$ cat config.mk
export PLATFORM = sky130hd
export DESIGN_NAME = llpm_top
export DESIGN_NICKNAME = d
export VERILOG_FILES = /design/src/core/llpm_pkg.sv /design/src/core/llpm_top.sv /design/src/core/llpm_sync.sv /design/src/core/llpm_cal.sv
export SDC_FILE = /design/constraint.sdc
export NUM_CORES = 1
export LEC_CHECK = 0
export BUFFER_PORTS_ARGS = -buffer_cell sky130_fd_sc_hd__buf_4
export CAP_MARGIN = 30
export CORE_MARGIN = 2
export CORE_UTILIZATION = 40
export CTS_CLUSTER_DIAMETER = 200
export CTS_CLUSTER_SIZE = 20
export DETAILED_ROUTE_END_ITERATION = 8
export PLACE_DENSITY_LB_ADDON = 0.12
export SYNTH_ARGS = -nofsm -noshare
export SYNTH_HDL_FRONTEND = slang
export SYNTH_HIERARCHICAL = 1
export SYNTH_SLANG_ARGS = --single-unit
$ cat constraint.sdc
create_clock -name clk_sys -period 3 [get_ports clk_sys]
set_clock_uncertainty 0.15 [all_clocks]
set_input_delay 0.75 -clock clk_sys [delete_from_list [all_inputs] [get_ports clk_sys]]
set_output_delay 0.75 -clock clk_sys [all_outputs]
set_load 0.03 [all_outputs]
$ cat src/core/llpm_pkg.sv
// constants and types for the light-load pulse mode controller
// assumes a 50 MHz system clock and a 32-bit apb register bus
package llpm_pkg;
   // clock rate
   localparam int CLK_MHZ = 50;
   // delay from ramp end to calibration capture, ns
   localparam int CAL_DELAY_NS = 1000;
   localparam int CAL_DELAY_CYC = (CAL_DELAY_NS * CLK_MHZ + 999) / 1000;
   localparam logic [6:0] CAL_DELAY_CNT = 7'(CAL_DELAY_CYC);
   // time per reference ramp step, ns
   localparam int RAMP_STEP_NS = 2000;
   localparam int RAMP_STEP_CYC = (RAMP_STEP_NS * CLK_MHZ + 999) / 1000;
   localparam logic [6:0] RAMP_STEP_CNT = 7'(RAMP_STEP_CYC);
   // mode entry and exit counts
   localparam logic [3:0] ZC_ENTRY_COUNT = 4'h8;
   localparam logic [1:0] BELOW_EXIT_COUNT = 2'h3;
   // reference code meaning 0.5 v
   localparam logic [7:0] REF_0V5_CODE = 8'h80;
   // apb byte offsets
   localparam logic [7:0] OFF_CTRL = 8'h00;
   localparam logic [7:0] OFF_TARGET = 8'h04;
   localparam logic [7:0] OFF_STATUS = 8'h08;
   localparam logic [7:0] OFF_CAL = 8'h0C;
   localparam logic [7:0] OFF_REF = 8'h10;
   // control field positions and reset values
   localparam int CTRL_DIGITAL_BIT = 0;
   localparam int CTRL_LL_CMD_BIT = 1;
   localparam logic CTRL_DIGITAL_RST = 1'b0;
   localparam logic CTRL_LL_CMD_RST = 1'b0;
   // status field positions
   localparam int ST_LL_BIT = 0;
   localparam int ST_CAL_BIT = 1;
   localparam int ST_RAMP_BIT = 2;
   localparam int ST_TRACK_BIT = 3;
   localparam int ST_PERMIT_BIT = 4;
   localparam int ST_ZC_LSB = 8;
   localparam int ST_BELOW_LSB = 12;
   // synchronised input lanes
   localparam int SYNC_W = 9;
   localparam int IN_EN = 0;
   localparam int IN_LL_SEL = 1;
   localparam int IN_TRACK_HI = 2;
   localparam int IN_ZC = 3;
   localparam int IN_BELOW_REF = 4;
   localparam int IN_BELOW_95 = 5;
   localparam int IN_PWM_HS = 6;
   localparam int IN_PWM_LS = 7;
   localparam int IN_CYCLE = 8;
   // register index after decode
   typedef enum logic [2:0] {REG_CTRL, REG_TARGET, REG_STATUS, REG_CAL, REG_REF,
      REG_NONE} llpm_reg_t;
   // switching mode
   typedef enum logic [1:0] {MODE_FIXED, MODE_LL_ON, MODE_LL_LS, MODE_LL_IDLE} llpm_mode_t;
endpackage

$ cat src/core/llpm_top.sv
// light-load pulse mode controller: fixed-frequency pwm or adaptive on-time light load
// assumes comparator and pin inputs are asynchronous, codes come from clk_sys logic
//
// Design decisions made here: the APB register port and the register addresses.
`timescale 1ns/10ps
// Contract
// - in analog mode light load is allowed only while the select pin is above 4 v.
// - in digital mode light load is allowed only when the enable command bit is set.
// - shortly after the ramp ends the error-amplifier code is sampled and held for the dac.
// - light load is never entered before a calibration sample is held.
// - fixed mode goes to light load after a zero crossing in 8 consecutive cycles.
// - in light load a constant-width high-side pulse is followed by low side until zero current.
// - after zero current both switches stay off until the output falls to the reference.
// - if the reference is reached while current is positive the pulse waits for zero current.
// - light load ends when the output drops to 95 percent of the reference.
// - light load ends after 3 consecutive zero-current events with the output below reference.
// - tracking mode inhibits light load and keeps continuous conduction.
// - a new digital target inhibits light load until the ramp ends and a new sample is held.
// - tracking is selected by a grounded select pin, non-tracking by a pulled-up pin.
// - the regulation reference is the lower of the tracking input and the internal ramp.
// - after enable rises the internal reference ramps up to the 0.5 v target; in digital mode the code ramps to the target register instead.
module llpm_top import llpm_pkg::*; (
   // clock and reset
   input wire logic clk_sys,
   input wire logic rst_n,
   // apb slave
   input wire logic psel,
   input wire logic penable,
   input wire logic pwrite,
   input wire logic [7:0] paddr,
   input wire logic [31:0] pwdata,
   output logic pready,
   output logic [31:0] prdata,
   output logic pslverr,
   // pins and comparators, asynchronous
   input wire logic enable_pin_on,
   input wire logic enable_light_load_select_pin,
   input wire logic track_select_pin_high,
   input wire logic zero_current,
   input wire logic vsense_below_ref,
   input wire logic vsense_below_95,
   input wire logic pwm_high_req,
   input wire logic pwm_low_req,
   input wire logic cycle_start,
   // codes from converters on clk_sys
   input wire logic [7:0] comp_code,
   input wire logic [7:0] external_tracking_input,
   // gate drives and reference outputs
   output logic high_side_gate,
   output logic low_side_gate,
   output logic adaptive_on_time_light_load,
   output logic [7:0] cal_dac_code,
   output logic [7:0] internal_reference_ramp,
   output logic [7:0] regulation_ref
);
   typedef struct packed {
      llpm_mode_t mode;
      logic ll_on;
      logic [3:0] zc_cnt;
      logic [1:0] below_cnt;
      logic zc_seen;
      logic zc_prev;
      logic cyc_prev;
      logic hs_prev;
      logic en_prev;
      logic [7:0] pw_meas;
      logic [7:0] pw_hold;
      logic [7:0] on_cnt;
      logic [7:0] ramp;
      logic ramping;
      logic [6:0] step_cnt;
      logic cal_wait;
      logic [6:0] cal_cnt;
      logic cal_start;
      logic cal_clear;
      logic hs;
      logic ls;
      logic [7:0] ref_out;
      logic digital_mode;
      logic ll_cmd;
      logic [7:0] target;
      logic pready;
      logic pslverr;
      logic [31:0] prdata;
   } llpm_state_t;
   llpm_state_t s_reg, s_next;

   logic [SYNC_W-1:0] raw_in;
   logic [SYNC_W-1:0] syn;
   logic [7:0] cal_code;
   logic cal_valid;
   logic tracking;
   logic permit;
   logic zc_ev;
   logic cyc_ev;
   logic [7:0] ramp_goal;
   llpm_reg_t rsel;

   // map an apb byte address to a register
   function automatic llpm_reg_t reg_decode(input logic [7:0] addr);
      unique case (addr)
         OFF_CTRL: reg_decode = REG_CTRL;
         OFF_TARGET: reg_decode = REG_TARGET;
         OFF_STATUS: reg_decode = REG_STATUS;
         OFF_CAL: reg_decode = REG_CAL;
         OFF_REF: reg_decode = REG_REF;
         default: reg_decode = REG_NONE;
      endcase
   endfunction

   // gather asynchronous lanes
   always_comb begin
      raw_in = '0;
      raw_in[IN_EN] = enable_pin_on;
      raw_in[IN_LL_SEL] = enable_light_load_select_pin;
      raw_in[IN_TRACK_HI] = track_select_pin_high;
      raw_in[IN_ZC] = zero_current;
      raw_in[IN_BELOW_REF] = vsense_below_ref;
      raw_in[IN_BELOW_95] = vsense_below_95;
      raw_in[IN_PWM_HS] = pwm_high_req;
      raw_in[IN_PWM_LS] = pwm_low_req;
      raw_in[IN_CYCLE] = cycle_start;
   end

   llpm_sync u_sync (
      .clk_sys(clk_sys),
      .rst_n(rst_n),
      .async_in(raw_in),
      .sync_out(syn)
   );

   llpm_cal u_cal (
      .clk_sys(clk_sys),
      .rst_n(rst_n),
      .capture(s_reg.cal_start),
      .clear(s_reg.cal_clear),
      .comp_code(comp_code),
      .cal_code(cal_code),
      .cal_valid(cal_valid)
   );

   // mode qualifiers and edge events
   always_comb begin
      tracking = !syn[IN_TRACK_HI];
      permit = (s_reg.digital_mode ? s_reg.ll_cmd : syn[IN_LL_SEL])
         && !tracking
         && cal_valid && !s_reg.ramping && !s_reg.cal_wait
         && syn[IN_EN];
      zc_ev = syn[IN_ZC] && !s_reg.zc_prev;
      cyc_ev = syn[IN_CYCLE] && !s_reg.cyc_prev;
      ramp_goal = s_reg.digital_mode ? s_reg.target : REF_0V5_CODE;
      rsel = reg_decode(paddr);
   end

   // next-state logic
   always_comb begin
      s_next = s_reg;
      s_next.zc_prev = syn[IN_ZC];
      s_next.cyc_prev = syn[IN_CYCLE];
      s_next.hs_prev = syn[IN_PWM_HS];
      s_next.en_prev = syn[IN_EN];
      s_next.cal_start = 1'b0;
      s_next.cal_clear = 1'b0;

      // reference ramp toward its goal
      if (!syn[IN_EN]) begin
         s_next.ramp = '0;
         s_next.ramping = 1'b0;
         s_next.cal_wait = 1'b0;
         s_next.cal_clear = 1'b1;
      end else if (syn[IN_EN] && !s_reg.en_prev) begin
         s_next.ramping = 1'b1;
         s_next.step_cnt = '0;
         s_next.cal_clear = 1'b1;
      end else if (s_reg.ramping) begin
         if (s_reg.step_cnt == RAMP_STEP_CNT - 7'h01) begin
            s_next.step_cnt = '0;
            if (s_reg.ramp < ramp_goal) begin
               s_next.ramp = s_reg.ramp + 8'h01;
            end else if (s_reg.ramp > ramp_goal) begin
               s_next.ramp = s_reg.ramp - 8'h01;
            end else begin
               s_next.ramping = 1'b0;
               s_next.cal_wait = 1'b1;
               s_next.cal_cnt = '0;
            end
         end else begin
            s_next.step_cnt = s_reg.step_cnt + 7'h01;
         end
      end else if (s_reg.cal_wait) begin
         if (s_reg.cal_cnt == CAL_DELAY_CNT - 7'h01) begin
            s_next.cal_wait = 1'b0;
            s_next.cal_start = 1'b1;
         end else begin
            s_next.cal_cnt = s_reg.cal_cnt + 7'h01;
         end
      end

      // lower of tracking input and internal ramp
      s_next.ref_out = (external_tracking_input < s_reg.ramp) ?
         external_tracking_input : s_reg.ramp;

      // measure the fixed-frequency high-side width for the adaptive on-time
      if (syn[IN_PWM_HS]) begin
         if (s_reg.pw_meas != 8'hFF) begin
            s_next.pw_meas = s_reg.pw_meas + 8'h01;
         end
      end else if (s_reg.hs_prev) begin
         s_next.pw_hold = (s_reg.pw_meas == 8'h00) ? 8'h01 : s_reg.pw_meas;
         s_next.pw_meas = '0;
      end

      // switching mode machine
      if (!permit) begin
         s_next.mode = MODE_FIXED;
         s_next.zc_cnt = '0;
         s_next.below_cnt = '0;
         s_next.zc_seen = 1'b0;
         s_next.hs = syn[IN_EN] && syn[IN_PWM_HS];
         s_next.ls = syn[IN_EN] && syn[IN_PWM_LS];
      end else begin
         unique case (s_reg.mode)
            MODE_FIXED: begin
               s_next.hs = syn[IN_PWM_HS];
               s_next.ls = syn[IN_PWM_LS];
               s_next.below_cnt = '0;
               // a crossing in the same cycle as the boundary still counts
               s_next.zc_seen = zc_ev || (s_reg.zc_seen && !cyc_ev);
               if (cyc_ev) begin
                  s_next.zc_seen = 1'b0;
                  if (s_reg.zc_seen || zc_ev) begin
                     s_next.zc_cnt = s_reg.zc_cnt + 4'h1;
                     if (s_reg.zc_cnt + 4'h1 == ZC_ENTRY_COUNT) begin
                        s_next.mode = MODE_LL_IDLE;
                        s_next.zc_cnt = '0;
                        s_next.hs = 1'b0;
                        s_next.ls = 1'b0;
                     end
                  end else begin
                     s_next.zc_cnt = '0;
                  end
               end
            end
            MODE_LL_ON: begin
               s_next.hs = 1'b1;
               s_next.ls = 1'b0;
               if (s_reg.on_cnt <= 8'h01) begin
                  s_next.mode = MODE_LL_LS;
                  s_next.hs = 1'b0;
                  s_next.ls = 1'b1;
               end else begin
                  s_next.on_cnt = s_reg.on_cnt - 8'h01;
               end
            end
            MODE_LL_LS: begin
               s_next.hs = 1'b0;
               s_next.ls = 1'b1;
               if (zc_ev) begin
                  s_next.ls = 1'b0;
                  if (syn[IN_BELOW_REF]) begin
                     s_next.below_cnt = s_reg.below_cnt + 2'h1;
                     if (s_reg.below_cnt + 2'h1 == BELOW_EXIT_COUNT) begin
                        s_next.mode = MODE_FIXED;
                        s_next.below_cnt = '0;
                     end else begin
                        s_next.mode = MODE_LL_ON;
                        s_next.on_cnt = s_reg.pw_hold;
                        s_next.hs = 1'b1;
                     end
                  end else begin
                     s_next.below_cnt = '0;
                     s_next.mode = MODE_LL_IDLE;
                  end
               end
            end
            MODE_LL_IDLE: begin
               s_next.hs = 1'b0;
               s_next.ls = 1'b0;
               if (syn[IN_BELOW_REF]) begin
                  s_next.mode = MODE_LL_ON;
                  s_next.on_cnt = s_reg.pw_hold;
                  s_next.hs = 1'b1;
               end
            end
         endcase
         // undervoltage exit overrides the light-load sequence
         if (s_reg.mode != MODE_FIXED && syn[IN_BELOW_95]) begin
            s_next.mode = MODE_FIXED;
            s_next.below_cnt = '0;
            s_next.zc_cnt = '0;
            s_next.hs = syn[IN_PWM_HS];
            s_next.ls = syn[IN_PWM_LS];
         end
      end

      s_next.ll_on = (s_next.mode != MODE_FIXED); // mode flag for the output pin

      // apb slave: one wait state, then completion
      s_next.pready = 1'b0;
      s_next.pslverr = 1'b0;
      if (psel && penable && !s_reg.pready) begin
         s_next.pready = 1'b1;
         s_next.pslverr = (rsel == REG_NONE);
         s_next.prdata = '0;
         if (!pwrite) begin
            unique case (rsel)
               REG_CTRL: begin
                  s_next.prdata[CTRL_DIGITAL_BIT] = s_reg.digital_mode;
                  s_next.prdata[CTRL_LL_CMD_BIT] = s_reg.ll_cmd;
               end
               REG_TARGET: s_next.prdata[7:0] = s_reg.target;
               REG_STATUS: begin
                  s_next.prdata[ST_LL_BIT] = (s_reg.mode != MODE_FIXED);
                  s_next.prdata[ST_CAL_BIT] = cal_valid;
                  s_next.prdata[ST_RAMP_BIT] = s_reg.ramping;
                  s_next.prdata[ST_TRACK_BIT] = tracking;
                  s_next.prdata[ST_PERMIT_BIT] = permit;
                  s_next.prdata[ST_ZC_LSB +: 4] = s_reg.zc_cnt;
                  s_next.prdata[ST_BELOW_LSB +: 2] = s_reg.below_cnt;
               end
               REG_CAL: s_next.prdata[7:0] = cal_code;
               REG_REF: s_next.prdata[7:0] = s_reg.ref_out;
               REG_NONE: s_next.prdata = '0;
            endcase
         end
      end
      // writes take effect at the completing edge
      if (psel && penable && s_reg.pready && pwrite) begin
         if (rsel == REG_CTRL) begin
            s_next.digital_mode = pwdata[CTRL_DIGITAL_BIT];
            s_next.ll_cmd = pwdata[CTRL_LL_CMD_BIT];
         end
         if (rsel == REG_TARGET) begin
            s_next.target = pwdata[7:0];
            if (s_reg.digital_mode && syn[IN_EN]) begin
               s_next.ramping = 1'b1;
               s_next.cal_wait = 1'b0;
               s_next.step_cnt = '0;
               s_next.cal_clear = 1'b1;
               s_next.cal_start = 1'b0;
            end
         end
      end
   end

   // register state
   always_ff @(posedge clk_sys) begin
      if (!rst_n) begin
         s_reg <= '0;
         s_reg.mode <= MODE_FIXED;
         s_reg.digital_mode <= CTRL_DIGITAL_RST;
         s_reg.ll_cmd <= CTRL_LL_CMD_RST;
         s_reg.target <= REF_0V5_CODE;
      end else begin
         s_reg <= s_next;
      end
   end

   // outputs straight from flops
   assign pready = s_reg.pready;
   assign prdata = s_reg.prdata;
   assign pslverr = s_reg.pslverr;
   assign high_side_gate = s_reg.hs;
   assign low_side_gate = s_reg.ls;
   assign adaptive_on_time_light_load = s_reg.ll_on;
   assign cal_dac_code = cal_code;
   assign internal_reference_ramp = s_reg.ramp;
   assign regulation_ref = s_reg.ref_out;
endmodule

$ cat src/core/llpm_sync.sv
// two-stage synchroniser for the comparator and pin inputs
// assumes every lane is asynchronous to clk_sys
`timescale 1ns/10ps
module llpm_sync import llpm_pkg::*; (
   // clock and reset
   input wire logic clk_sys,
   input wire logic rst_n,
   // lanes
   input wire logic [SYNC_W-1:0] async_in,
   output logic [SYNC_W-1:0] sync_out
);
   typedef struct packed {
      logic [SYNC_W-1:0] stage1;
      logic [SYNC_W-1:0] stage2;
   } llpm_sync_state_t;
   llpm_sync_state_t s_reg, s_next;

   // stage one feeds only stage two
   always_comb begin
      s_next.stage1 = async_in;
      s_next.stage2 = s_reg.stage1;
   end

   // register state
   always_ff @(posedge clk_sys) begin
      if (!rst_n) begin
         s_reg <= '0;
      end else begin
         s_reg <= s_next;
      end
   end

   assign sync_out = s_reg.stage2;
endmodule

$ cat src/core/llpm_cal.sv
// calibration hold register for the sampled error-amplifier code
// assumes capture and clear are one-cycle pulses on clk_sys
`timescale 1ns/10ps
module llpm_cal import llpm_pkg::*; (
   // clock and reset
   input wire logic clk_sys,
   input wire logic rst_n,
   // control
   input wire logic capture,
   input wire logic clear,
   input wire logic [7:0] comp_code,
   // held sample
   output logic [7:0] cal_code,
   output logic cal_valid
);
   typedef struct packed {
      logic [7:0] code;
      logic valid;
   } llpm_cal_state_t;
   llpm_cal_state_t s_reg, s_next;

   // capture wins over clear in the same cycle
   always_comb begin
      s_next = s_reg;
      if (clear) begin
         s_next.valid = 1'b0;
      end
      if (capture) begin
         s_next.code = comp_code;
         s_next.valid = 1'b1;
      end
   end

   // register state
   always_ff @(posedge clk_sys) begin
      if (!rst_n) begin
         s_reg <= '0;
      end else begin
         s_reg <= s_next;
      end
   end

   assign cal_code = s_reg.code;
   assign cal_valid = s_reg.valid;
endmodule

Word level (Yosys, flattened, before mapping)
Cells that the tools add are included.
- add/subtract/negate cells: 8
- magnitude comparators: 4
- equal/unequal tests: 27
- muxes and demuxes: 81
- bitwise gates (word level): 4
- reduce and logical (&&, ||, !) cells: 52
- operator list (operator ; number):
    2-to-1 mux 8 bit ; 17
    2-to-1 mux 9 bit ; 6
    2-to-1 mux 2 bit ; 22
    2-to-1 mux 34 bit ; 1
    2-to-1 mux 16 bit ; 2
    one-hot mux 8 bit (3 select lines) ; 1
    2-to-1 mux 7 bit ; 3
    2-to-1 mux 1 bit ; 18
    AND reduction 2 bit ; 9
    logical AND 1 bit ; 17
    adder 8 x 1 -> 8 bit, second input constant ; 2
    equality test 8 x 4 -> 1 bit, second input constant ; 2
    logical NOT 8 bit ; 2
    < comparator 8 bit ; 2
    one-hot mux 2 bit (4 select lines) ; 2
    subtractor 8 x 1 -> 8 bit, second input constant ; 2
    one-hot mux 3 bit (5 select lines) ; 1
    adder 7 x 1 -> 7 bit, second input constant ; 2
    2-to-1 mux 14 bit ; 1
    inequality test 2 bit, second input constant ; 7
    AND reduction 7 bit ; 2
    nonzero test 2 bit ; 7
    one-hot mux 2 bit (6 select lines) ; 1
    one-hot mux 3 bit (4 select lines) ; 1
    other kinds (28) ; 46
- register bits after elaboration: 145
- bits of input ports: 70
- output and inout bits: 61
- word-level logic and storage cells: 208

Depth between registers and ports, before layout
Gate-level depths: netlist (run 1).
- depth after elaboration: 11
- gate-level depth with buffers: 14
- depth with buffers taken out: 13

Cells and area by module
The synthesis (run 1) kept the hierarchy.
- modules (own cells, without submodules) (module ; instances ; cells each ; area each (µm²) ; sequential area each (µm²)):
    llpm_top ; 1 ; 715 ; 5674.2 ; 2001.9
    llpm_sync ; 1 ; 37 ; 501.7 ; 360.3
    llpm_cal ; 1 ; 28 ; 335.3 ; 180.2

Worst setup path before layout (run 1)
No wires, ideal clock.
- kind: reg2reg
- start point: register s_reg[43] in the netlist's numbering
- end point: register s_reg, in the netlist internal_reference_ramp[7]
- setup time: 0.072 ns
- arrival: 3.030 ns
- required time: 2.778 ns
- setup slack: -0.252 ns
- cell stages (with the launch flop): 15
- buffers on the path: 1
- period minus slack after synthesis: 3.252 ns
- cell sequence: dfxtp_1 > clkbuf_1 > nand2_1 > ha_1 > nor2b_1 > o211ai_1 > a21oi_1 > nand2b_1 > ha_1 > a21oi_1 > o211ai_1 > o41ai_1 > nor3_1 > o21ai_0 > mux2i_1
- word-level cells in the longest chain between the ends: 4
- elaborated cells on any way between the ends: 6
- those cells by class: order compare: 2; mux: 2; reduce/logical: 2
- RTL lines (what ; line ; RTL):
    start: declaration ; llpm_top.sv:86 ; llpm_state_t s_reg, s_next;
    start signal: assignment ; llpm_top.sv:355 ; s_reg <= s_next;
    2-to-1 mux 8 bit (*) ; llpm_top.sv:151 ; ramp_goal = s_reg.digital_mode ? s_reg.target : REF_0V5_CODE;
    < comparator 8 bit or > comparator 8 bit (tied branches) ; llpm_top.sv:178, llpm_top.sv:180 ;
    nonzero test 2 bit (no source line) ; n/a ;
    AND reduction 4 bit (no source line) ; n/a ;
Mark *: on every way between the ends. The rest lies on a longest branch, timed or not.
A chain may end at the register's enable or synchronous reset.

Final worst setup path (run 1)
- start point: register s_reg[43] in the netlist's numbering
- end point: register s_reg, in the netlist internal_reference_ramp[3]
Same word-level chain as after synthesis.

==> results, run 1 <==
- The run finished, with violations left.
- The checks that failed: negative setup slack.
- In the synthesized netlist the dominant register cell turns out to be dfxtp_1.
- The routed via count is between 5k and 6k.
- After legalization and detailed placement, the total HPWL measured 12600 um.
- Measured along the y axis, the die boundary spans 132 um.
- Once placement completed, the tool counted placed cells totaling 1049.
- In the layout the commonest cells are buf_4 (127), dfxtp_1 (126), nand2_1 (98).
- The met1 layer wirelength in the final routing is 7800 um.
- By area the synthesized netlist is led by dfxtp_1 (39%), nand2_1 (5.7%), ha_1 (5.6%).
- After layout, the minimum clock period comes to 3.03 ns.
- In this run the tool buffered the top-level ports with 88 buffer cells.
- The routability congestion estimate is 0.823.
- The number of nets with antenna violations after routing is 0.
- The total number of clock tree sinks is 127.
- The horizontal extent of the die is 132 um.
- Of the cells placed in the final design, the portion with a size suffix greater than 1 is 23.1%.
- TritonCTS built the clock tree.
- The average instance area after synthesis is around 8.3 sq um.
- At the worst endpoint, the required time is 3.15 ns.
- The count of flip-flops with a built-in enable after synthesis is 0.
- The power per standard cell area is 515 mW/mm^2.
- The initial antenna violation count is 0.
- The effective utilization at floorplan is 41.0%.
- In the routed layout, each cell is associated on average with a via count of 5.19.
- The kind of cell with the highest combined delay on the critical path is buffers and inverters.
- Entering global routing, the biggest net connects 46 pins.
- The hold slack is 0.300 ns.
- The number of fill cells in the layout is 1502.
- The number of failing hold endpoints at the final stage came to 0.
- For the worst-skew pair, the clock arrives at the later sink with an insertion delay of 0.42 ns.
- The total global routing overflow is 0.
- The clock tree synthesis step divided the H-tree into 4 levels.
- The repair_antennas step left the layout with diodes totalling 0.
- The worst setup path is launched from a flip-flop.
- At the pin with the least slew margin, the transition time is ~0.83 ns.
- By startpoint and endpoint, the worst setup path is classified as flip-flop to flip-flop.
- The share of Yosys cell area claimed by the top area cell type is 39.0%.
- IR analysis of the VDD net gives a maximum drop of 380 uV.
- Setup violations remaining at the end of the flow were counted as 1.
- Traced cell by cell, the critical path runs through nand2_2, ha_4, nor2b_1, o211ai_1, a21oi_2, nand2b_4, ha_4, a21oi_4, buf_4, buf_4, buf_4, buf_4, buf_4, inv_1, a21oi_2, xnor2_1, mux2i_1, nor2_1.
- The global-route wire length before repair is 27600 um.
- The total CTS buffers is 17.
- The total area of multi-input combinational cells is 0.00360 sq mm.
- The worst-case register-to-register setup slack is -0.03 ns.
- The most common cell after layout, fill and taps aside is buf_4.
- The most numerous cell on the critical path is buf_4.
- The area growth from synthesis to layout is 24.7%.
- The leading area contributor after synthesis is dfxtp_1.
- The relative slew slack is 44.8%.
- Based on the critical path, the design can be clocked at up to 330 MHz.
- The wire length per cell is 15.8 um.
- For this block, the initial DRC count from the detailed router was 333.
- On the critical path, the stage with the largest delay is an instance of dfxtp_4.
- The final critical path takes up 101% of the cycle.
- The number of maximum-capacitance constraint violations is 0.
- The met2 layer wire length in the routed design is 8410 um.
- The final layout contains routed wiring with a total length of 17200 um.
- The register bit total from synthesis is approximately 130.
- Setup repair after global routing could not meet its margin everywhere.
- After routing, the total negative slack on setup checks comes to -0.0308 ns.
- The final number of max-transition violations is 0.
- In this run the deepest clock path goes through 2 buffers.
- Along the worst path, the maximum fanout reaches 6.
- For this run, the total global-route usage over all layers was measured as 19.7%.
- The path class of the tightest hold or removal check is flip-flop to flip-flop.
- Synthesis handed over a netlist of 780 instances.
- The non-filler instance count after layout is around 1.1k.
- The power consumption is about 4.2 mW.
- For this run, the number of Yosys warnings is 6.
- The detailed-routing iteration count for the pre-antenna-repair pass is 5.
- The sequential share of the synthesized area is 39.0%.
- The total area inside the core boundary comes to roughly 0.016 sq mm.
- The cell area after synthesis is 0.00651 sq mm.
- The worst-case setup margin in the final layout is -0.0308 ns.
- The clock-pin slew on the worst setup and hold paths is approximately 0.060 ns.
- The longest individual stage delay on the worst path is 0.37 ns.
- The die footprint is 0.0173 sq mm.
- The number of buffers and inverters on the critical path is 6.
- The total number of nets in the final design is 964.
- The detailed route wirelength on metal3 is 765 um.
- The data arrival at the endpoint of the critical path is 3.18 ns.
- After synthesis, the share of flip-flops with an asynchronous set or reset is 0%.
- The via count of the first global-routing pass is roughly 5.4k.
- The netlist uses 67 different library cells.
- The sequential cell area is 0.00255 sq mm.
- The number of flip-flops under the largest register name is 65.
- The number of placement rows is 46.
- The number of top-level pins is 131.
- The top metal layer carrying routed signals is met4.
- The total leakage power is 3.15 nW.
- STA classifies the critical path endpoint as a flip-flop.
- The cell chosen for the clock root is clkbuf_16.
- The total DRC errors in the routed layout is 0.
## repair_timing
item / 4_1_cts / 5_1_grt
pin swaps: 8 / 18
hold buffers: 0 / 0
setup endpoints to repair: 2 / 6
setup buffers: 6 / 6
resized for setup: 14 / 12
## routing by layer
metal,up-vias,track usage [%]
met5,-,0
met4,0,5.98
met3,23,4.71
met2,131,33.0
met1,2673,25.3
li1,2848,-
## cell type report
| type | count | share of cell area [%] |
|---|---|---|
| multi-input cells | 565 | 44.4 |
| flip-flops and latches | 127 | 31.4 |
| repair buffers | 128 | 11.9 |
| clock buffers | 18 | 5.28 |
| well taps | 216 | 3.33 |
| clock inverters | 14 | 2.65 |
| inverters | 25 | 1.16 |
## through the flow
stage          setup WS [ns]  utilization (%)  instance area, sq um
3_5_place_dp          -0.113             45.5                  7230
2_1_floorplan        0.00289                -                  6590
3_3_place_gp          0.0185             45.5                  7230
5_1_grt               -0.166             51.1                  8120
4_1_cts              -0.0200             50.5                  8020
6_report             -0.0308             51.1                  8120
## synthesized netlist by cell type (2+ instances only)
library cell  number
xor2_1             2
mux2i_1           25
o21a_1             5
a311oi_1           3
nor2b_1           20
a31oi_1            6
ha_1              29
a211oi_1           6
o211ai_1           3
nor2_1            67
and2_1            11
and2_2            14
nand2_1           99
nor3_1            11
inv_1             24
a22oi_1           12
and4_1             3
o41ai_1            2
nand3_1           32
a222oi_1           6
a2bb2oi_1          3
a21o_1             4
nand3b_1           3
nor4_1             2
a22o_1             3
nor4b_1            4
or4_1              6
and3_1             6
nand2b_1          10
or2_2              2
xnor2_1            8
nand4_1            7
o2bb2ai_1          2
buf_4             48
buf_2              4
o21ai_0           36
mux2_2             2
buf_6              2
clkbuf_1          26
or3_1              5
a21oi_1           61
o31ai_1            5
dfxtp_1          127
## power by group
group	internal, mW	switching (mW)	total, mW
sequential	1.71	0.0134	1.72
clock	1.47	0.771	2.24
combinational	0.0853	0.133	0.219
## cells by family after synthesis
| logic type | count (synthesis) | synth area share (%) |
|---|---|---|
| multiplexers | 27 | 4.19 |
| flip-flops | 127 | 39.0 |
| AND/OR/NAND/NOR | 310 | 23.7 |
| other | 1 | 0.0576 |
| AO/OA/AOI/OAI | 170 | 16.7 |
| buffers and inverters | 105 | 9.13 |
| XOR/XNOR | 10 | 1.35 |
| adder cells (fa/ha/maj) | 30 | 5.88 |
## path summary, 6_finish.rpt
path,start,endpoint,cells after the start
worst max-delay path,s_reg[43],internal_reference_ramp[3],18
worst min-delay path,u_sync/s_next[2],u_sync/sync_out[2],1
worst max register to register,s_reg[43],internal_reference_ramp[3],18
worst min register to register,u_sync/s_next[2],u_sync/sync_out[2],1
No activity file was read; power rests on OpenSTA's default activity.
==> run 2, diff against run 1 <==
- PLACE_DENSITY: not set -> 0.69
- PLACE_DENSITY_LB_ADDON: 0.12 -> not set
==> results, run 2 (synthesized netlist as in run 1, its figures left out) <==
- The run finished with clean final reports.
- The power per standard cell area came to 508 mW/mm^2 (-1.3%).
- The placement-stage cell area is 0.00723 sq mm (+0.10%).
- The sequential group share of total power came to 42.1% (+1.0 points).
- The count of buffers from port buffering is 88 (unchanged).
- The largest driver fanout on the critical path is 6 (unchanged).
- The number of failing hold endpoints at the final stage is 0 (unchanged).
- The largest net degree at the start of global routing came to 47 (+2.2%).
- The number of fill cells in the layout is 1504 (+0.13%).
- The routed via count is 5601 (-1.3%).
- The switching portion of total power is 21.9% (-0.069 points).
- The total leakage power is 3.15 nW (about the same).
- The synthesis-to-layout area growth is 23.4%.
- The cell chosen for the clock root is clkbuf_16.
- The half-perimeter wire length after placement was 11500 um (-9.1%).
- The proportion of power drawn by the clock network was 52.5% (-1.1 points).
- The total number of clock tree sinks is 127 (unchanged).
- The combinational cell fraction of total power is 5.3% (about the same).
- The number of antenna cells inserted was 0 (unchanged).
- The most common cell after layout, fill and taps aside is dfxtp_1.
- The final number of max-transition violations is 0 (unchanged).
- The classification of the worst-slack hold path is flip-flop to flip-flop.
- The endpoint kind of the worst setup timing path is a flip-flop.
- The global-route wire length before repair is 25600 um (-7.4%).
- The initial antenna violation count came to 0 (unchanged).
- The peak supply drop is 406 uV (+6.8%).
- The cell-internal power is 3.19 mW (-2.2%).
- The setup TNS was 0 ns (+0.0308 ns).
- The number of flip-flops under the largest register name is 65 (unchanged).
- The required time reported for the critical path endpoint is 3.20 ns (+0.05 ns).
- By startpoint and endpoint, the worst setup path is classified as flip-flop to flip-flop.
- The total DRC errors in the routed layout is 0 (unchanged).
- The total setup violations reported at the end of the flow is 0 (-1).
- The minimum period implied by the final worst setup slack is 2.89 ns (-0.136 ns).
- The global-route usage over all layers was 18.4% (-1.3 points).
- The final worst-path cycle share is 96.5% (-4.5 points).
- The effective utilization at floorplan came to 41.0% (unchanged).
- The die footprint is 0.0173 sq mm (unchanged).
- In the layout the commonest cells are dfxtp_1 (124), buf_4 (119), nand2_1 (98).
- The detailed-routing iteration count for the pre-antenna-repair pass came to 5 (unchanged).
- The number of nets with antenna violations after routing is 0 (unchanged).
- The switching component of the power came to 0.894 mW (-2.6%).
- The relative slew slack was 47.1% (+2.3 points).
- The number of placement rows is 46 (unchanged).
- Setup repair after global routing could not meet its margin everywhere.
- The area of the placeable core is 0.0159 sq mm (unchanged).
- The vertical extent of the die is 132 um (unchanged).
- The detailed-route wire length is 16100 um (-6.7%).
- The fraction of layout cells with a size suffix above 1 is 22.4% (-0.71 points).
- The mean number of vias per cell came to 5.16 (-0.58%).
- The data arrival at the endpoint of the critical path came to 3.10 ns (-0.08 ns).
- The cell area after layout is 0.00804 sq mm (-1.0%).
- The transition time at the pin with the least slew margin is 0.792 ns (-0.0343 ns).
- The routability congestion estimate is 0.827 (+0.53%).
- The cell count after placement is 1050 (+0.095%).
- The number of buffers on the longest clock path is 2 (unchanged).
- The clock-pin slew on the worst setup and hold paths came to 0.05 ns (about the same).
- TritonCTS built the clock tree.
- The total CTS buffers is 17 (unchanged).
- The total number of nets in the final design is 956 (-0.83%).
- The wire length per cell is 14.8 um (-6.0%).
- The number of maximum-capacitance constraint violations is 0 (unchanged).
- The non-filler instance count after layout is 1085 (-0.73%).
- The via count of the first global-routing pass is 4945 (-8.8%).
- The startpoint kind of the worst setup timing path is a flip-flop.
- The total global routing overflow is 0 (unchanged).
- The number of top-level pins is 131 (unchanged).
- The count of routing violations after the opening detailed-route iteration is 534 (+60%).
- The horizontal extent of the die is 132 um (unchanged).
- The maximum level of the CTS H-tree is 4 (unchanged).
- The clock latency on the worst-skew pair is 0.42 ns (about the same).
- The highest clock frequency the design can meet is 346 MHz (+4.7%).
[run 2: cell count changes in the layout (fill, tap and decap cells not counted), moves of 2 or more]
cell	change
clkinvlp_4	-4
bufinv_16	-2
buf_4	-8
clkinv_4	+2
dfxtp_1	-2
clkbuf_1	+2
clkbuf_8	+4
dfxtp_2	+2
[run 2: metal layers]
layer	GRT usage, %	wire length, um	up-vias	share of wire (%)
li1	-	-	2831	-
met5	0	0	-	0
met2	28.1	7360	140	46
met4	6.58	351	0	2.2
met3	4.36	708	25	4.4
met1	25.3	7650	2605	48
[run 2: final timing paths]
kind               startpoint                  to  slack (ns)  depth (start not counted)
max reg2reg         s_reg[43]           s_reg[61]        0.11                         11
max                 s_reg[43]           s_reg[61]        0.11                         11
min reg2reg  u_sync/s_next[5]  u_sync/sync_out[5]        0.30                          1
min          u_sync/s_next[5]  u_sync/sync_out[5]        0.30                          1
[run 2: layout make-up]
class / count / area (sq um) / area share [%]
flip-flops and latches: 127 / 2550 / 31.7
multi-input cells: 565 / 3600 / 44.8
inverters: 25 / 93.8 / 1.17
repair buffers: 120 / 905 / 11.3
clock inverters: 8 / 129 / 1.60
clock buffers: 24 / 492 / 6.12
well taps: 216 / 270 / 3.36
[run 2: per-stage QoR]
stage          hold slack [ns]  power, mW  utilization [%]  setup WS [ns]
6_report                 0.295       4.09             50.6          0.106
5_1_grt                  0.305       4.22             50.6        -0.0432
4_1_cts                  0.297       4.11             49.6        0.00378
3_5_place_dp             0.283       1.98             45.5        -0.0128
3_3_place_gp             0.282       1.97             45.5        0.00533
2_1_floorplan            0.276       1.90                -        0.00289
[run 2: repair_timing]
action                                  in CTS  in global routing
hold buffers                                 0                  0
gates resized for setup                      5                 23
hold endpoints to repair                     0                  0
setup buffers                                1                  2
pin swaps                                    2                 13
endpoints found under the setup margin       1                  5
[run 2: worst max-delay path: stages, from the launching register on]
cell and delay (ns):
dfxtp_4 0.36, buf_6 0.12, nor2b_4 0.12, ha_4 0.27
nand2_1 0.06, o21a_1 0.23, buf_4 0.14, buf_4 0.12
a311o_1 0.32, a21o_1 0.25, or4_1 0.53, a21oi_1 0.14
[run 2: power by group through the flow]
| stage | registers (mW) | logic [mW] | clock network (mW) |
|---|---|---|---|
| 6_report | 1.72 | 0.217 | 2.15 |
| 5_1_grt | 1.72 | 0.236 | 2.26 |
| 4_1_cts | 1.72 | 0.218 | 2.17 |
| 3_5_place_dp | 1.76 | 0.217 | 0 |
| 3_3_place_gp | 1.76 | 0.216 | 0 |
| 2_1_floorplan | 1.75 | 0.150 | 0 |
==> run 3, diff against run 2 <==
- CORE_UTILIZATION: 40 -> 35
- PLACE_DENSITY: 0.69 -> 0.62
==> results, run 3 (synthesized netlist as in run 1, its figures left out) <==
- The flow ran to the end, but the final reports show violations.
- The checks that failed: negative setup slack.
- The number of antenna cells inserted came to 0 (unchanged).
- The power per standard cell area came to 496 mW/mm^2 (-2.4%).
- The number of maximum-capacitance constraint violations was 0 (unchanged).
- The number of buffers on the longest clock path was 2 (unchanged).
- The total leakage power is 3.15 nW (+0.22%).
- Setup repair after global routing could not meet its margin everywhere.
- The count of buffers from port buffering is 88 (unchanged).
- The number of instances on the worst hold path is 1 (unchanged).
- The most common cell after layout, fill and taps aside is dfxtp_1.
- The largest net degree at the start of global routing is 34 (-28%).
- The horizontal extent of the die is 140 um (+6.7%).
- The end point of the most critical hold path is u_sync/sync_out[5].
- The final worst-path cycle share is 103% (+6.5 points).
- The transition time at the pin with the least slew margin came to 0.763 ns (-0.0288 ns).
- The relative slew slack is 49.0% (+1.9 points).
- The most critical setup path has its startpoint at s_reg[43].
- The number of top-level pins is 131 (unchanged).
- The vertical extent of the die came to 140 um (+6.7%).
- The routability congestion estimate is 0.867 (+4.8%).
- The capture point of the worst reg-to-reg path is internal_reference_ramp[7].
- The detailed-routing iteration count for the pre-antenna-repair pass was 5 (unchanged).
- The data arrival at the endpoint of the critical path is 3.29 ns (+0.19 ns).
- The total number of clock tree sinks came to 127 (unchanged).
- The effective utilization at floorplan is 36.0% (-5.0 points).
- The global-route usage over all layers is 17.1% (-1.3 points).
- The worst-case setup margin in the final layout is -0.0884 ns (-0.194 ns).
- The number of nets with antenna violations after routing came to 0 (unchanged).
- The peak supply drop was 354 uV (-13%).
- The total CTS buffers is 17 (unchanged).
- The final number of max-transition violations is 0 (unchanged).
- The required time reported for the critical path endpoint is 3.20 ns (about the same).
- The total number of nets in the final design was 963 (+0.73%).
- The routed via count is 5567 (-0.61%).
- The worst setup path is launched from a flip-flop.
- The tightest min-delay check is of the flip-flop to flip-flop type.
- The minimum setup slack after placement came to -0.123 ns (-0.111 ns).
- The total DRC errors in the routed layout is 0 (unchanged).
- The half-perimeter wire length after placement is 12300 um (+6.8%).
- The TritonCTS clock tree is yes.
- The minimum period implied by the final worst setup slack is 3.09 ns (+0.194 ns).
- The clock-pin slew on the worst setup and hold paths is 0.06 ns (about the same).
- The global routing met1 resource utilization was 22.8% (-2.6 points).
- The largest driver fanout on the critical path was 6 (unchanged).
- STA classifies the critical path endpoint as a flip-flop.
- The detailed-route wire length is 16600 um (+3.6%).
- The initial antenna violation count is 0 (unchanged).
- The mean number of vias per cell came to 5.04 (-2.4%).
- met2 is the most crowded layer.
- Relative to the synthesized area, the layout overhead comes to 24.0%.
- The total global routing overflow came to 0 (unchanged).
- The startpoint of the worst hold path is u_sync/s_next[5].
- In the layout the commonest cells are dfxtp_1 (126), buf_4 (124), nand2_1 (98).
- The total setup violations reported at the end of the flow was 1 (+1).
- The global-route wire length before repair is 26600 um (+4.1%).
- The fraction of layout cells with a size suffix above 1 is 22.7% (+0.28 points).
- The wire length per cell is 15.1 um (+1.7%).
- The worst-case register-to-register setup slack is -0.09 ns (-0.19 ns).
- The clock latency on the worst-skew pair came to 0.42 ns (about the same).
- The number of flip-flops under the largest register name came to 65 (unchanged).
- The maximum level of the CTS H-tree is 4 (unchanged).
- The met2 global-route usage was 27.4% (-0.64 points).
- The critical path is of the flip-flop to flip-flop type.
- The number of cell instances on the worst register-to-register path is 14 (+3).
- The number of placement rows is 49 (+6.5%).
- The hold buffer count at cts is 0 (unchanged).
- The final core area utilization is 44.6% (-5.9 points).
- The via count of the first global-routing pass came to 5156 (+4.3%).
- The die footprint is 0.0197 sq mm (+14%).
- The number of failing hold endpoints at the final stage is 0 (unchanged).
- The count of routing violations after the opening detailed-route iteration is 319 (-40%).
- The area of the placeable core is 0.0181 sq mm (+14%).
- The startpoint identified for the worst register-to-register timing path is s_reg[43].
- The cell sitting at the root of the clock tree is a clkbuf_16.
- The highest clock frequency the design can meet is 324 MHz (-6.3%).
- The met3 track demand over resource in global routing is 4.17% (-0.19 points).
## run 3: cell count changes in the layout (fill, tap and decap cells not counted), moves of 2 or more
cell and delta:
buf_4 +5, clkinv_2 +4, clkbuf_8 -3, dfxtp_1 +2, dfxtp_2 -2
## run 3: through the flow
step | TNS (ns) | cell area (sq um) | hold WS (ns) | cells | power (mW)
final | -0.0884 | 8080 | 0.294 | 1105 | 4.00
after CTS | -0.0830 | 8000 | 0.295 | 1105 | 4.05
after global placement | -0.0233 | 7310 | 0.282 | 1070 | 1.98
after floorplan | 0 | 6590 | 0.276 | 797 | 1.90
after global routing | -0.480 | 8080 | 0.308 | 1105 | 4.15
after detailed placement | -0.123 | 7310 | 0.282 | 1070 | 1.98
## run 3: metal layers
| metal | wire length (um) | share of wire, % |
|---|---|---|
| met2 | 7810 | 47 |
| met5 | 0 | 0 |
| met3 | 626 | 3.8 |
| met4 | 295 | 1.8 |
| met1 | 7910 | 48 |
## run 3: power breakdown
part	switching (mW)	leakage (nW)	internal [mW]	total (mW)
registers	0.0147	1.03	1.71	1.72
logic	0.133	1.83	0.0879	0.221
clock network	0.740	0.291	1.32	2.06
## run 3: layout make-up
type                    instances  area [sq um]
repair buffers                127           973
flip-flops and latches        127          2550
fillers                      1808         10000
well taps                     229           287
clock buffers                  21           450
inverters                      25          93.8
multi-input cells             565          3580
clock inverters                11           140
## run 3: worst max path at each step
| stage | endpoint | slack [ns] | cells past startpoint |
|---|---|---|---|
| 2_1_floorplan | internal_reference_ramp[7] | 0.003 | 14 |
| 3_3_place_gp | internal_reference_ramp[7] | -0.02 | 13 |
| 3_5_place_dp | internal_reference_ramp[7] | -0.12 | 14 |
| 4_1_cts | internal_reference_ramp[7] | -0.08 | 13 |
| 5_1_grt | internal_reference_ramp[7] | -0.29 | 14 |
| 6_report | internal_reference_ramp[7] | -0.09 | 14 |
## run 3: timing repair
item,in CTS,in global routing
setup endpoints to repair,2,5
gates resized for setup,12,13
pin swaps,10,11
setup buffers,3,0
## run 3: critical path: stages, from the launching register on
cell	delay, ns
dfxtp_4	0.36
buf_6	0.11
and2_4	0.16
ha_4	0.15
nor2b_2	0.12
o211ai_1	0.14
a21oi_2	0.20
nand2b_4	0.23
ha_4	0.22
a21oi_4	0.15
o211ai_1	0.15
o41ai_2	0.43
nor3_1	0.08
o21ai_1	0.18
mux2i_1	0.19
